`src/opc_pkg.sv`:
```
// Constants for the twelve-bit output port with special clock outputs.
// Notes on behaviour
// - Twelve output bits in three four-bit groups.
// - Reset sets data to one, float to zero.
// - Float one floats pins, zero drives data.
// - Group zero per-bit float; groups one, two shared.
// - Unfloated pins follow data; data is read/write.
// - Bit two timer clock, bit three frequency clock.
// - Data zero forces low even with clock selected.
// - Float one still floats a clock output.
// - Timer clock passes while its enable is one.
// - Select picks fast, slow, slow/8, slow/64.
// - Group zero float bits, bits two/three float clocks.
// - Group one data and float register layout.
// - Disabled clock output drives high.
// - Timer clock enable register bit two, resets zero.
// - Group two data and float register layout.
package opc_pkg;
  localparam int APB_ADDR_W = 18;
  localparam int GROUP_W = 4;
  // Register indices; the byte address is four times the index.
  localparam logic [15:0] IDX_FREQ_CTRL = 16'hFF06;
  localparam logic [15:0] IDX_G0_FLOAT = 16'hFF30;
  localparam logic [15:0] IDX_G0_DATA = 16'hFF31;
  localparam logic [15:0] IDX_G1_FLOAT = 16'hFF32;
  localparam logic [15:0] IDX_G1_DATA = 16'hFF33;
  localparam logic [15:0] IDX_G2_FLOAT = 16'hFF34;
  localparam logic [15:0] IDX_G2_DATA = 16'hFF35;
  localparam logic [15:0] IDX_TIMER_CTRL = 16'hFFC1;
  // Field positions.
  localparam int FREQ_ENABLE_BIT = 3;
  localparam int FREQ_SEL_LO = 0;
  localparam int FREQ_SEL_HI = 1;
  localparam int TIMER_ENABLE_BIT = 2;
  localparam int GROUP_FLOAT_BIT = 0;
  localparam int TIMER_PIN_BIT = 2;
  localparam int FREQ_PIN_BIT = 3;
  // Reset values.
  localparam logic [3:0] DATA_RESET = 4'hF;
  localparam logic [3:0] FLOAT_RESET = 4'h0;
  localparam logic FLAG_RESET = 1'b0;
  localparam logic [1:0] FREQ_SEL_RESET = 2'h0;
  // Frequency select codes.
  localparam logic [1:0] SEL_HIGH_SPEED = 2'h3;
  localparam logic [1:0] SEL_LOW_SPEED = 2'h2;
  localparam logic [1:0] SEL_LOW_DIV8 = 2'h1;
  localparam logic [1:0] SEL_LOW_DIV64 = 2'h0;
  // Divider taps on the slow-clock edge counter.
  localparam int DIV_W = 6;
  localparam int DIV8_TAP = 2;
  localparam int DIV64_TAP = 5;
endpackage

```
`src/opc_output_port.sv`:
```
// Twelve-bit output port with timer and frequency clock outputs on an APB slave.
`timescale 1ns/1ns
`default_nettype none
module opc_output_port #(
  parameter int ADDR_W = opc_pkg::APB_ADDR_W
) (
  input wire logic clk,
  input wire logic rst,
  input wire logic psel,
  input wire logic penable,
  input wire logic pwrite,
  input wire logic [ADDR_W-1:0] paddr,
  input wire logic [31:0] pwdata,
  output logic [31:0] prdata,
  output logic pready,
  output logic pslverr,
  input wire logic timerClockIn,
  input wire logic lowSpeedClock,
  input wire logic highSpeedClock,
  output logic [3:0] group0Outputs,
  output logic [3:0] group0OutputsOe,
  output logic [3:0] group1Outputs,
  output logic [3:0] group1OutputsOe,
  output logic [3:0] group2Outputs,
  output logic [3:0] group2OutputsOe
);

  generate
    if (ADDR_W < opc_pkg::APB_ADDR_W) begin : gAddrCheck
      $error("ADDR_W too narrow for the register map.");
    end
  endgenerate

  function automatic logic hit(input logic [ADDR_W-1:0] a, input logic [15:0] idx);
    hit = (a == ADDR_W'({idx, 2'b00}));
  endfunction

  function automatic logic pickClock(input logic [1:0] sel, input logic hs, input logic ls,
                                     input logic d8, input logic d64);
    case (sel)
      opc_pkg::SEL_HIGH_SPEED: pickClock = hs;
      opc_pkg::SEL_LOW_SPEED: pickClock = ls;
      opc_pkg::SEL_LOW_DIV8: pickClock = d8;
      default: pickClock = d64;
    endcase
  endfunction

  logic [3:0] group0Data;
  logic [3:0] group0Float;
  logic [3:0] group1Data;
  logic group1Float;
  logic [3:0] group2Data;
  logic group2Float;
  logic freqClockOutEnable;
  logic [1:0] freqSelect;
  logic timerClockOutEnable;

  logic accessDone;
  logic wrStrobe;
  logic setupPhase;
  logic mapped;
  logic [3:0] next_readData;

  assign setupPhase = psel & ~penable;
  assign accessDone = psel & penable & pready;
  assign wrStrobe = accessDone & pwrite & ~pslverr;

  assign mapped = hit(paddr, opc_pkg::IDX_FREQ_CTRL) | hit(paddr, opc_pkg::IDX_G0_FLOAT)
    | hit(paddr, opc_pkg::IDX_G0_DATA) | hit(paddr, opc_pkg::IDX_G1_FLOAT)
    | hit(paddr, opc_pkg::IDX_G1_DATA) | hit(paddr, opc_pkg::IDX_G2_FLOAT)
    | hit(paddr, opc_pkg::IDX_G2_DATA) | hit(paddr, opc_pkg::IDX_TIMER_CTRL);

  // Unused positions read as zero.
  always_comb begin
    next_readData = 4'h0;
    if (hit(paddr, opc_pkg::IDX_FREQ_CTRL)) begin
      next_readData[opc_pkg::FREQ_ENABLE_BIT] = freqClockOutEnable;
      next_readData[opc_pkg::FREQ_SEL_HI] = freqSelect[1];
      next_readData[opc_pkg::FREQ_SEL_LO] = freqSelect[0];
    end else if (hit(paddr, opc_pkg::IDX_G0_FLOAT)) begin
      next_readData = group0Float;
    end else if (hit(paddr, opc_pkg::IDX_G0_DATA)) begin
      next_readData = group0Data;
    end else if (hit(paddr, opc_pkg::IDX_G1_FLOAT)) begin
      next_readData[opc_pkg::GROUP_FLOAT_BIT] = group1Float;
    end else if (hit(paddr, opc_pkg::IDX_G1_DATA)) begin
      next_readData = group1Data;
    end else if (hit(paddr, opc_pkg::IDX_G2_FLOAT)) begin
      next_readData[opc_pkg::GROUP_FLOAT_BIT] = group2Float;
    end else if (hit(paddr, opc_pkg::IDX_G2_DATA)) begin
      next_readData = group2Data;
    end else if (hit(paddr, opc_pkg::IDX_TIMER_CTRL)) begin
      next_readData[opc_pkg::TIMER_ENABLE_BIT] = timerClockOutEnable;
    end
  end

  // Answer is prepared in the setup cycle so that every access takes no wait state.
  always_ff @(posedge clk or posedge rst) begin
    if (rst) begin
      pready <= 1'b0;
      pslverr <= 1'b0;
      prdata <= 32'h0000_0000;
    end else begin
      pready <= setupPhase;
      if (setupPhase) begin
        pslverr <= ~mapped;
        prdata <= {28'h000_0000, next_readData};
      end else if (accessDone) begin
        pslverr <= 1'b0;
        prdata <= 32'h0000_0000;
      end
    end
  end

  always_ff @(posedge clk or posedge rst) begin
    if (rst) begin
      group0Data <= opc_pkg::DATA_RESET;
      group1Data <= opc_pkg::DATA_RESET;
      group2Data <= opc_pkg::DATA_RESET;
    end else if (wrStrobe) begin
      if (hit(paddr, opc_pkg::IDX_G0_DATA)) begin
        group0Data <= pwdata[3:0];
      end
      if (hit(paddr, opc_pkg::IDX_G1_DATA)) begin
        group1Data <= pwdata[3:0];
      end
      if (hit(paddr, opc_pkg::IDX_G2_DATA)) begin
        group2Data <= pwdata[3:0];
      end
    end
  end

  always_ff @(posedge clk or posedge rst) begin
    if (rst) begin
      group0Float <= opc_pkg::FLOAT_RESET;
      group1Float <= opc_pkg::FLAG_RESET;
      group2Float <= opc_pkg::FLAG_RESET;
    end else if (wrStrobe) begin
      if (hit(paddr, opc_pkg::IDX_G0_FLOAT)) begin
        group0Float <= pwdata[3:0];
      end
      if (hit(paddr, opc_pkg::IDX_G1_FLOAT)) begin
        group1Float <= pwdata[opc_pkg::GROUP_FLOAT_BIT];
      end
      if (hit(paddr, opc_pkg::IDX_G2_FLOAT)) begin
        group2Float <= pwdata[opc_pkg::GROUP_FLOAT_BIT];
      end
    end
  end

  always_ff @(posedge clk or posedge rst) begin
    if (rst) begin
      freqClockOutEnable <= opc_pkg::FLAG_RESET;
      freqSelect <= opc_pkg::FREQ_SEL_RESET;
      timerClockOutEnable <= opc_pkg::FLAG_RESET;
    end else if (wrStrobe) begin
      if (hit(paddr, opc_pkg::IDX_FREQ_CTRL)) begin
        freqClockOutEnable <= pwdata[opc_pkg::FREQ_ENABLE_BIT];
        freqSelect <= {pwdata[opc_pkg::FREQ_SEL_HI], pwdata[opc_pkg::FREQ_SEL_LO]};
      end
      if (hit(paddr, opc_pkg::IDX_TIMER_CTRL)) begin
        timerClockOutEnable <= pwdata[opc_pkg::TIMER_ENABLE_BIT];
      end
    end
  end

  // The clock sources come from other domains; bit 0 timer, 1 slow, 2 fast.
  logic [2:0] clkMeta;
  logic [2:0] clkSync;
  logic lowPrev;
  logic [opc_pkg::DIV_W-1:0] lowDivider;

  always_ff @(posedge clk or posedge rst) begin
    if (rst) begin
      clkMeta <= 3'h0;
      clkSync <= 3'h0;
    end else begin
      clkMeta <= {highSpeedClock, lowSpeedClock, timerClockIn};
      clkSync <= clkMeta;
    end
  end

  always_ff @(posedge clk or posedge rst) begin
    if (rst) begin
      lowPrev <= 1'b0;
      lowDivider <= '0;
    end else begin
      lowPrev <= clkSync[1];
      if (clkSync[1] & ~lowPrev) begin
        lowDivider <= lowDivider + 1'b1;
      end
    end
  end

  logic freqSelEffLo;
  logic freqSelEffHi;
  logic freqSource;
  logic freqCandidate;
  logic freqGate;
  logic timerGate;

  assign freqSource = pickClock({freqSelEffHi, freqSelEffLo}, clkSync[2], clkSync[1],
                                lowDivider[opc_pkg::DIV8_TAP], lowDivider[opc_pkg::DIV64_TAP]);
  assign freqCandidate = pickClock(freqSelect, clkSync[2], clkSync[1],
                                   lowDivider[opc_pkg::DIV8_TAP], lowDivider[opc_pkg::DIV64_TAP]);

  // Gates and source changes move only while the clocks are high, where an idle output is
  // also high, so no short pulse can reach the pin. The cost is a delay of up to one period.
  always_ff @(posedge clk or posedge rst) begin
    if (rst) begin
      freqSelEffLo <= opc_pkg::FREQ_SEL_RESET[0];
      freqSelEffHi <= opc_pkg::FREQ_SEL_RESET[1];
      freqGate <= 1'b0;
    end else begin
      if (freqSource) begin
        freqGate <= freqClockOutEnable;
      end
      if ((~freqGate | freqSource) & freqCandidate) begin
        freqSelEffLo <= freqSelect[0];
        freqSelEffHi <= freqSelect[1];
      end
    end
  end

  always_ff @(posedge clk or posedge rst) begin
    if (rst) begin
      timerGate <= 1'b0;
    end else if (clkSync[0]) begin
      timerGate <= timerClockOutEnable;
    end
  end

  logic timerPinValue;
  logic freqPinValue;

  // A disabled clock output idles high; a data bit of zero still pulls the pin low.
  assign timerPinValue = group0Data[opc_pkg::TIMER_PIN_BIT] & (~timerGate | clkSync[0]);
  assign freqPinValue = group0Data[opc_pkg::FREQ_PIN_BIT] & (~freqGate | freqSource);

  always_ff @(posedge clk or posedge rst) begin
    if (rst) begin
      group0Outputs <= opc_pkg::DATA_RESET;
      group1Outputs <= opc_pkg::DATA_RESET;
      group2Outputs <= opc_pkg::DATA_RESET;
      group0OutputsOe <= 4'hF;
      group1OutputsOe <= 4'hF;
      group2OutputsOe <= 4'hF;
    end else begin
      group0Outputs <= {freqPinValue, timerPinValue, group0Data[1:0]};
      group1Outputs <= group1Data;
      group2Outputs <= group2Data;
      group0OutputsOe <= ~group0Float;
      group1OutputsOe <= {4{~group1Float}};
      group2OutputsOe <= {4{~group2Float}};
    end
  end

endmodule
`default_nettype wire

```
`config.mk`:
```
export PLATFORM = sky130hd
export DESIGN_NAME = opc_output_port
export DESIGN_NICKNAME = d
export VERILOG_FILES = /design/src/opc_pkg.sv /design/src/opc_output_port.sv
export SDC_FILE = /design/constraint.sdc
export NUM_CORES = 1
export LEC_CHECK = 0
export ABC_AREA = 1
export BUFFER_PORTS_ARGS = -buffer_cell sky130_fd_sc_hd__buf_2
export CORE_ASPECT_RATIO = 0.7
export CORE_MARGIN = 8
export CORE_UTILIZATION = 50
export CTS_CLUSTER_DIAMETER = 40
export DETAILED_ROUTE_END_ITERATION = 7
export GPL_TIMING_DRIVEN = 0
export PLACE_DENSITY_LB_ADDON = 0.12
export RECOVER_POWER = 100
export SLEW_MARGIN = 20
export SYNTH_ARGS = -nofsm -noshare
export SYNTH_HDL_FRONTEND = slang
export SYNTH_SLANG_ARGS = --single-unit
```
`constraint.sdc`:
```
create_clock -name clk -period 4.47 [get_ports clk]
set_clock_uncertainty 0.2 [all_clocks]
set_input_delay 0.894 -clock clk [delete_from_list [all_inputs] [get_ports clk]]
set_output_delay 0.894 -clock clk [all_outputs]
set_load 0.02 [all_outputs]
```
==> results of run 1 <==
-- layer usage --
layer / share of wire / GRT usage / vias to the layer above
li1: - / - / 1183
met1: 0.46 / 0.2191 / 1055
met2: 0.41 / 0.2205 / 106
met3: 0.13 / 0.07914 / 7
met4: 0.0086 / 0.04552 / 0
met5: 0 / 0 / -
-- cell usage in the layout, fill, tap and decap left out --
cell type   instances
mux2i_1             1
xnor2_1             2
clkinv_2            1
buf_2              30
dfstp_2            17
dfstp_1            13
dfrtp_1            33
buf_4              34
nor2_2              4
inv_1              40
clkbuf_8           11
nand2_1            78
buf_12              1
o21ai_0            30
ha_1                1
o211ai_1            4
mux2_2              2
a21boi_0            2
nor2_1             24
xor2_1              3
nand3_1            19
conb_1             28
inv_2               5
clkbuf_1           31
nor3b_1             1
a21oi_1             4
nor3_1              6
clkinvlp_4          1
a31oi_1             1
clkinvlp_2          1
nand4_1             6
bufinv_16           1
-- final cells by class --
class | count | area share
clock buffer | 13 | 0.04401
buffer | 34 | 0.07069
sequential | 63 | 0.4470
tap | 75 | 0.02599
multi-input combinational | 216 | 0.2751
timing repair buffer | 60 | 0.07727
inverter | 46 | 0.04816
clock inverter | 3 | 0.01178
-- worst reg2reg max path: cells and delay by family (launching register included) --
kind	cells	cell delay, ns
flops	1	0.34
simple gates	3	0.49
buf+inv	2	0.31
compound gates	1	0.27
-- stage by stage --
stage          power (mW)  hold slack (ns)  setup slack, ns  instances
3_3_place_gp       0.7840           0.1313            1.101        493
6_report            1.275           0.1427            1.367        510
3_5_place_dp       0.7911           0.1371            1.954        494
5_1_grt             1.343           0.1592            1.281        510
4_1_cts             1.290           0.1458            2.218        510
2_1_floorplan      0.7505           0.1312            1.856        359
-- power by group --
part,internal [mW],switching [mW],total [mW]
logic,0.0621,0.0860,0.148
registers,0.604,0.0265,0.630
clock network,0.287,0.210,0.497
-- registers in the layout, indices dropped and copies added (netlist names), 2 cells and up --
register         count
group2Data           4
group2Outputs        4
freqSelect           2
group0Float          4
clkMeta              3
group1Outputs        4
group1Data           4
group0Outputs        4
prdata               4
clkSync              3
lowDivider           6
group0OutputsOe      4
group0Data           4
-- logic make-up after synthesis --
group           count (synthesis)  share of synthesized area
xor+xnor                        5                    0.01476
flops                          63                     0.5438
mux                             3                    0.01096
fa+ha+maj                       1                   0.004215
buf+inv                        80                     0.1442
compound gates                 41                    0.07462
simple gates                  138                     0.2062
other cells                     1                   0.001264
-- how the worst min path moves through the flow --
| stage | endpoint | startpoint | slack (ns) | cells after the start |
|---|---|---|---|---|
| 2_1_floorplan | clkSync[0] | clkMeta[0] | 0.13 | 0 |
| 3_3_place_gp | clkSync[1] | clkMeta[1] | 0.13 | 0 |
| 3_5_place_dp | clkSync[2] | clkMeta[2] | 0.14 | 0 |
| 4_1_cts | clkSync[2] | clkMeta[2] | 0.15 | 0 |
| 5_1_grt | clkSync[2] | clkMeta[2] | 0.16 | 0 |
| 6_report | clkSync[2] | clkMeta[2] | 0.14 | 0 |
==> flow_summary_export.csv, run 1 <==
group,metric,value,unit
synthesis,async_reset_ff_frac,1.000,
synthesis,syn-cell-area,0.002968,sq mm
worst_setup_path,path_cells,"buf_2 -> inv_1 -> nand2_1 -> nor2_1 -> nand2_1 -> nor3_1 -> nand2_1 -> o21ai_0",
power_and_ir_drop,ir_drop,0.2073,mV
cts,postCtsSetupBuffers,0,
placed_design,routabilityCongestion,0.8723,
final_layout,multi_input_area,993.5,sq um
cts,ctsHoldBuffers,0,
sta,setup_viol_count_final,0,
final_layout,drive_above_1_share,0.2483,
worst_setup_path,cp-endpoint,"group0Data[3]",
sta,fmax,322.2,MHz
worst_setup_path,reg2reg_to,"group0Data[3]",
synthesis,syn_avg_cell_area,8.939,sq um
routing,first_iter_violations,166,
placed_design,io_buffer_count,59,
worst_setup_path,reg2reg_from,"pready",
sta,rsz0062_at_grt,"false",
cts,clock-sinks,63,
final_layout,area_growth_syn_to_layout,21.67,%
worst_setup_path,cpMostUsedCell,"nand2_1",
routing,drtPass1Iterations,6,
power_and_ir_drop,leakagePower,1.777,nW
cts,cts_tree,"done",
routing,postRouteAntennaNets,0,
grt,grt_overflow_total,0,
cts,cts_buffers,9,
sta,finalSetupTns,0,ns
worst_setup_path,crit_family,"simple AND/OR/NAND/NOR gates",
placed_design,dp_hpwl,5110,um
final_layout,final_cell_area,0.003611,sq mm
floorplanning,design.core.area,0.005727,sq mm
cts,clk_path_buf_depth,2,
run,maxCapViolations,0,
cts,h-tree-depth,3,
routing,viasPerCell,4.610,
floorplanning,ioPinCount,116,
worst_setup_path,critPathLaunchType,"primary input",
synthesis,synth.top_cell.area_share,0.2782,
worst_setup_path,cp_slowest_cell,"nor3_1",
floorplanning,die_w,108.1,um
synthesis,synth.top_cells.by_count,"nand2_1, inv_1, buf_4, dfrtp_1, dfstp_2",
synthesis,ys_ff_latch,63,
synthesis,yosys.area.top_type,"dfrtp_1",
grt,track_usage,0.1614,
placed_design,detailed_place.area,0.003481,sq mm
sta,hold_violations,0,
sta,period_share,0.6942,
floorplanning,die_h,80.46,um
synthesis,synth_cell_types,27,
routing,wl,6742,um
worst_setup_path,cp.depth,8,
routing,drc,0,
worst_setup_path,crit_start,"paddr[1]",
final_layout,register_area,0.001614,sq mm
synthesis,synthCells,332,
floorplanning,start_util,0.5182,
sta,worstMarginPinSlew,1.261,ns
worst_setup_path,critPathBufInv,2,
synthesis,synth_edf_count,0,
grt,grt_max_degree,37,
hold_path,hp-class,"flop to flop",
grt,grt_pass1_vias,2261,
synthesis,ys_dominant_reg_cell,"dfrtp_1",
routing,drt-wirelength-per-cell,13.22,um
worst_setup_path,endpoint_kind,"flop",
synthesis,synthTopCellsByArea,"dfrtp_1, dfstp_2, nand2_1",
worst_setup_path,arrival,3.15,ns
cts,cts.clk_slew.worst_paths,0.06,ns
synthesis,yosysWarnings,0,
worst_setup_path,cp.required,4.52,ns
worst_setup_path,crit_path_max_fanout,8,
worst_setup_path,reg2reg_slack,2.77,ns
routing,vias,2351,
synthesis,synth.most_common_cell,"nand2_1",
worst_setup_path,max_stage_delay,0.72,ns
final_layout,fill_cells,524,
floorplanning,design.die.area,0.008697,sq mm
cts,cts_resized,0,
synthesis,synth-seq-area-share,0.5438,
worst_setup_path,crit_type,"primary input to flop",
final_layout,final_util,0.6305,
power_and_ir_drop,p_per_area,353.2,mW/mm^2
grt,grt_pass1_wl,10770,um
cts,insertion_delay,0.34,ns
grt,antenna_found_initial,0,
cts,root_buffer,"clkbuf_8",
sta,relSlewSlack,0.1546,
run_status,run_status,"complete, no violations",
sta,slew_violations,0,
worst_setup_path,rr_worst_depth,6,
final_layout,diodes,0,
sta,fin_crit,3.103,ns
final_layout,final_nets,489,
floorplanning,num_rows,23,
Power figures use the tool's default switching activity.
==> inputs of run 2 (changes only) <==
--- a/config.mk
+++ b/config.mk
@@ -9,7 +9,7 @@
 export BUFFER_PORTS_ARGS = -buffer_cell sky130_fd_sc_hd__buf_2
 export CORE_ASPECT_RATIO = 0.7
 export CORE_MARGIN = 8
-export CORE_UTILIZATION = 50
+export CORE_UTILIZATION = 44
 export CTS_CLUSTER_DIAMETER = 40
 export DETAILED_ROUTE_END_ITERATION = 7
 export GPL_TIMING_DRIVEN = 0
==> constraint.sdc (replaced) <==
create_clock -name clk -period 2.74 [get_ports clk]
set_clock_uncertainty 0.2 [all_clocks]
set_input_delay 0.548 -clock clk [delete_from_list [all_inputs] [get_ports clk]]
set_output_delay 0.548 -clock clk [all_outputs]
set_load 0.02 [all_outputs]
==> run 2 against run 1 <==
  * Highest routed layer unchanged
  * Total power grew 54%
  * Critical endpoint unchanged
  * Non-clock buffer count up 1
  * Sequential cell count stayed put
  * Wire length is 1.4% lower
==> flow_summary_export.csv, run 2 (same netlist as run 1, synthesis figures left out) <==
group,metric,value,unit
run_status,run_status,"complete, no violations",
routing,wl,6647,um
power_and_ir_drop,leakagePower,1.790,nW
power_and_ir_drop,ir_drop,0.3091,mV
sta,hold_violations,0,
cts,cts_tree,"done",
floorplanning,design.core.area,0.006631,sq mm
routing,drtPass1Iterations,4,
cts,postCtsSetupBuffers,0,
grt,grt_pass1_vias,2248,
worst_setup_path,cp.required,2.78,ns
final_layout,instances_no_fill,530,
routing,first_iter_violations,113,
cts,cts_buffers,9,
final_layout,final_util,0.5483,
hold_path,hp-class,"primary input to flop",
final_layout,mostFrequentLayoutCells,"nand2_1, inv_1, buf_4, dfrtp_1, clkbuf_1",
final_layout,largest_reg_flops,6,
worst_setup_path,critPathLaunchType,"primary input",
power_and_ir_drop,switchingPower,0.5034,mW
cts,root_buffer,"clkbuf_8",
worst_setup_path,reg2reg_slack,1.12,ns
power_and_ir_drop,power.internal,1.467,mW
power_and_ir_drop,netSwitchingFraction,0.2555,
placed_design,placed_cells,513,
floorplanning,die_w,114.2,um
final_layout,area_growth_syn_to_layout,22.51,%
sta,finalSetupTns,0,ns
placed_design,io_buffer_count,59,
floorplanning,design.die.area,0.009671,sq mm
placed_design,dp_hpwl,5193,um
cts,clock-sinks,63,
power_and_ir_drop,power.total,1.970,mW
routing,drt-wirelength-per-cell,12.54,um
sta,relSlewSlack,0.4769,
routing,viasPerCell,4.340,
final_layout,final_nets,490,
cts,clk_path_buf_depth,2,
sta,slew_violations,0,
floorplanning,ioPinCount,116,
floorplanning,num_rows,25,
sta,rsz0062_at_grt,"false",
cts,cts.clk_slew.worst_paths,0.06,ns
floorplanning,start_util,0.4475,
power_and_ir_drop,power_frac_clock,0.354,
routing,drc,0,
cts,insertion_delay,0.33,ns
grt,antenna_found_initial,0,
final_layout,drive_above_1_share,0.2454,
routing,postRouteAntennaNets,0,
grt,grt_max_degree,48,
cts,h-tree-depth,3,
placed_design,routabilityCongestion,0.8482,
worst_setup_path,arrival,2.23,ns
final_layout,layout_commonest_cell,"nand2_1",
sta,period_share,0.7995,
run,maxCapViolations,0,
grt,grt_pass1_wl,11160,um
cts,cts_resized,0,
placed_design,detailed_place.area,0.003512,sq mm
final_layout,top_register,"lowDivider",
worst_setup_path,endpoint_kind,"flop",
sta,worstMarginPinSlew,0.7803,ns
sta,setup_viol_count_final,0,
worst_setup_path,crit_path_max_fanout,8,
power_and_ir_drop,p_per_area,541.8,mW/mm^2
worst_setup_path,crit_type,"primary input to flop",
sta,fin_crit,2.191,ns
floorplanning,die_h,84.72,um
routing,vias,2300,
final_layout,diodes,0,
final_layout,final_cell_area,0.003636,sq mm
grt,grt_overflow_total,0,
sta,fmax,456.5,MHz
grt,track_usage,0.1468,
power_and_ir_drop,seq_power_share,0.522,
power_and_ir_drop,power_frac_comb,0.124,
-- run 2: path summary, 6_finish.rpt --
check / cells past startpoint / startpoint / to
setup / recovery: 8 / paddr[0] / group0Data[3]
hold / removal: 1 / timerClockIn / clkMeta[0]
setup reg to reg: 5 / pslverr / group0Data[3]
hold reg to reg: 0 / clkMeta[2] / clkSync[2]
max in group asynchronous: 4 / rst / group0Outputs[0]
min in group asynchronous: 3 / rst / group0Float[2]
-- run 2: routing by layer --
| layer | routed length (um) | global-route usage | vias to the layer above |
|---|---|---|---|
| li1 | - | - | 1184 |
| met1 | 3294 | 0.2066 | 1044 |
| met2 | 2817 | 0.2007 | 70 |
| met3 | 512 | 0.05086 | 2 |
| met4 | 24 | 0.05415 | 0 |
| met5 | 0 | 0 | - |
-- run 2: stage by stage --
| stage | hold WS (ns) | setup WS, ns |
|---|---|---|
| global route | 0.1049 | 0.3703 |
| detailed placement | 0.1385 | 0.6022 |
| CTS | 0.1060 | 0.8368 |
| finish | 0.1252 | 0.5493 |
| global placement | 0.1324 | -0.3057 |
| floorplan | 0.1312 | 0.4719 |
-- run 2: critical path, cell delays in order --
cell and delay, ns:
buf_2 0.10, inv_2 0.03, nand2_1 0.10, nor2_1 0.38, nand2_2 0.19, nor3_4 0.35, nand2_1 0.29, o21ai_0 0.23
-- run 2: what timing repair did --
item                                    4_1_cts  5_1_grt
endpoints found under the setup margin        0        0
hold buffers                                  1        0
hold endpoints to repair                      5        0
-- run 2: power groups by stage --
stage          logic, mW  clock network [mW]  registers (mW)
6_report           0.245               0.698            1.03
3_5_place_dp       0.249                   0            1.04
2_1_floorplan      0.187                   0            1.04
4_1_cts            0.250               0.722            1.03
3_3_place_gp       0.237                   0            1.04
5_1_grt            0.278               0.774            1.04
-- run 2: final cells by class --
type,count,area (sq um)
buffer,34,255.2
clock buffer,15,166.4
clock inverter,1,5.005
fill,649,2995
inverter,46,173.9
multi-input combinational,216,1007
sequential,63,1614
tap,94,117.6
timing repair buffer,61,296.5
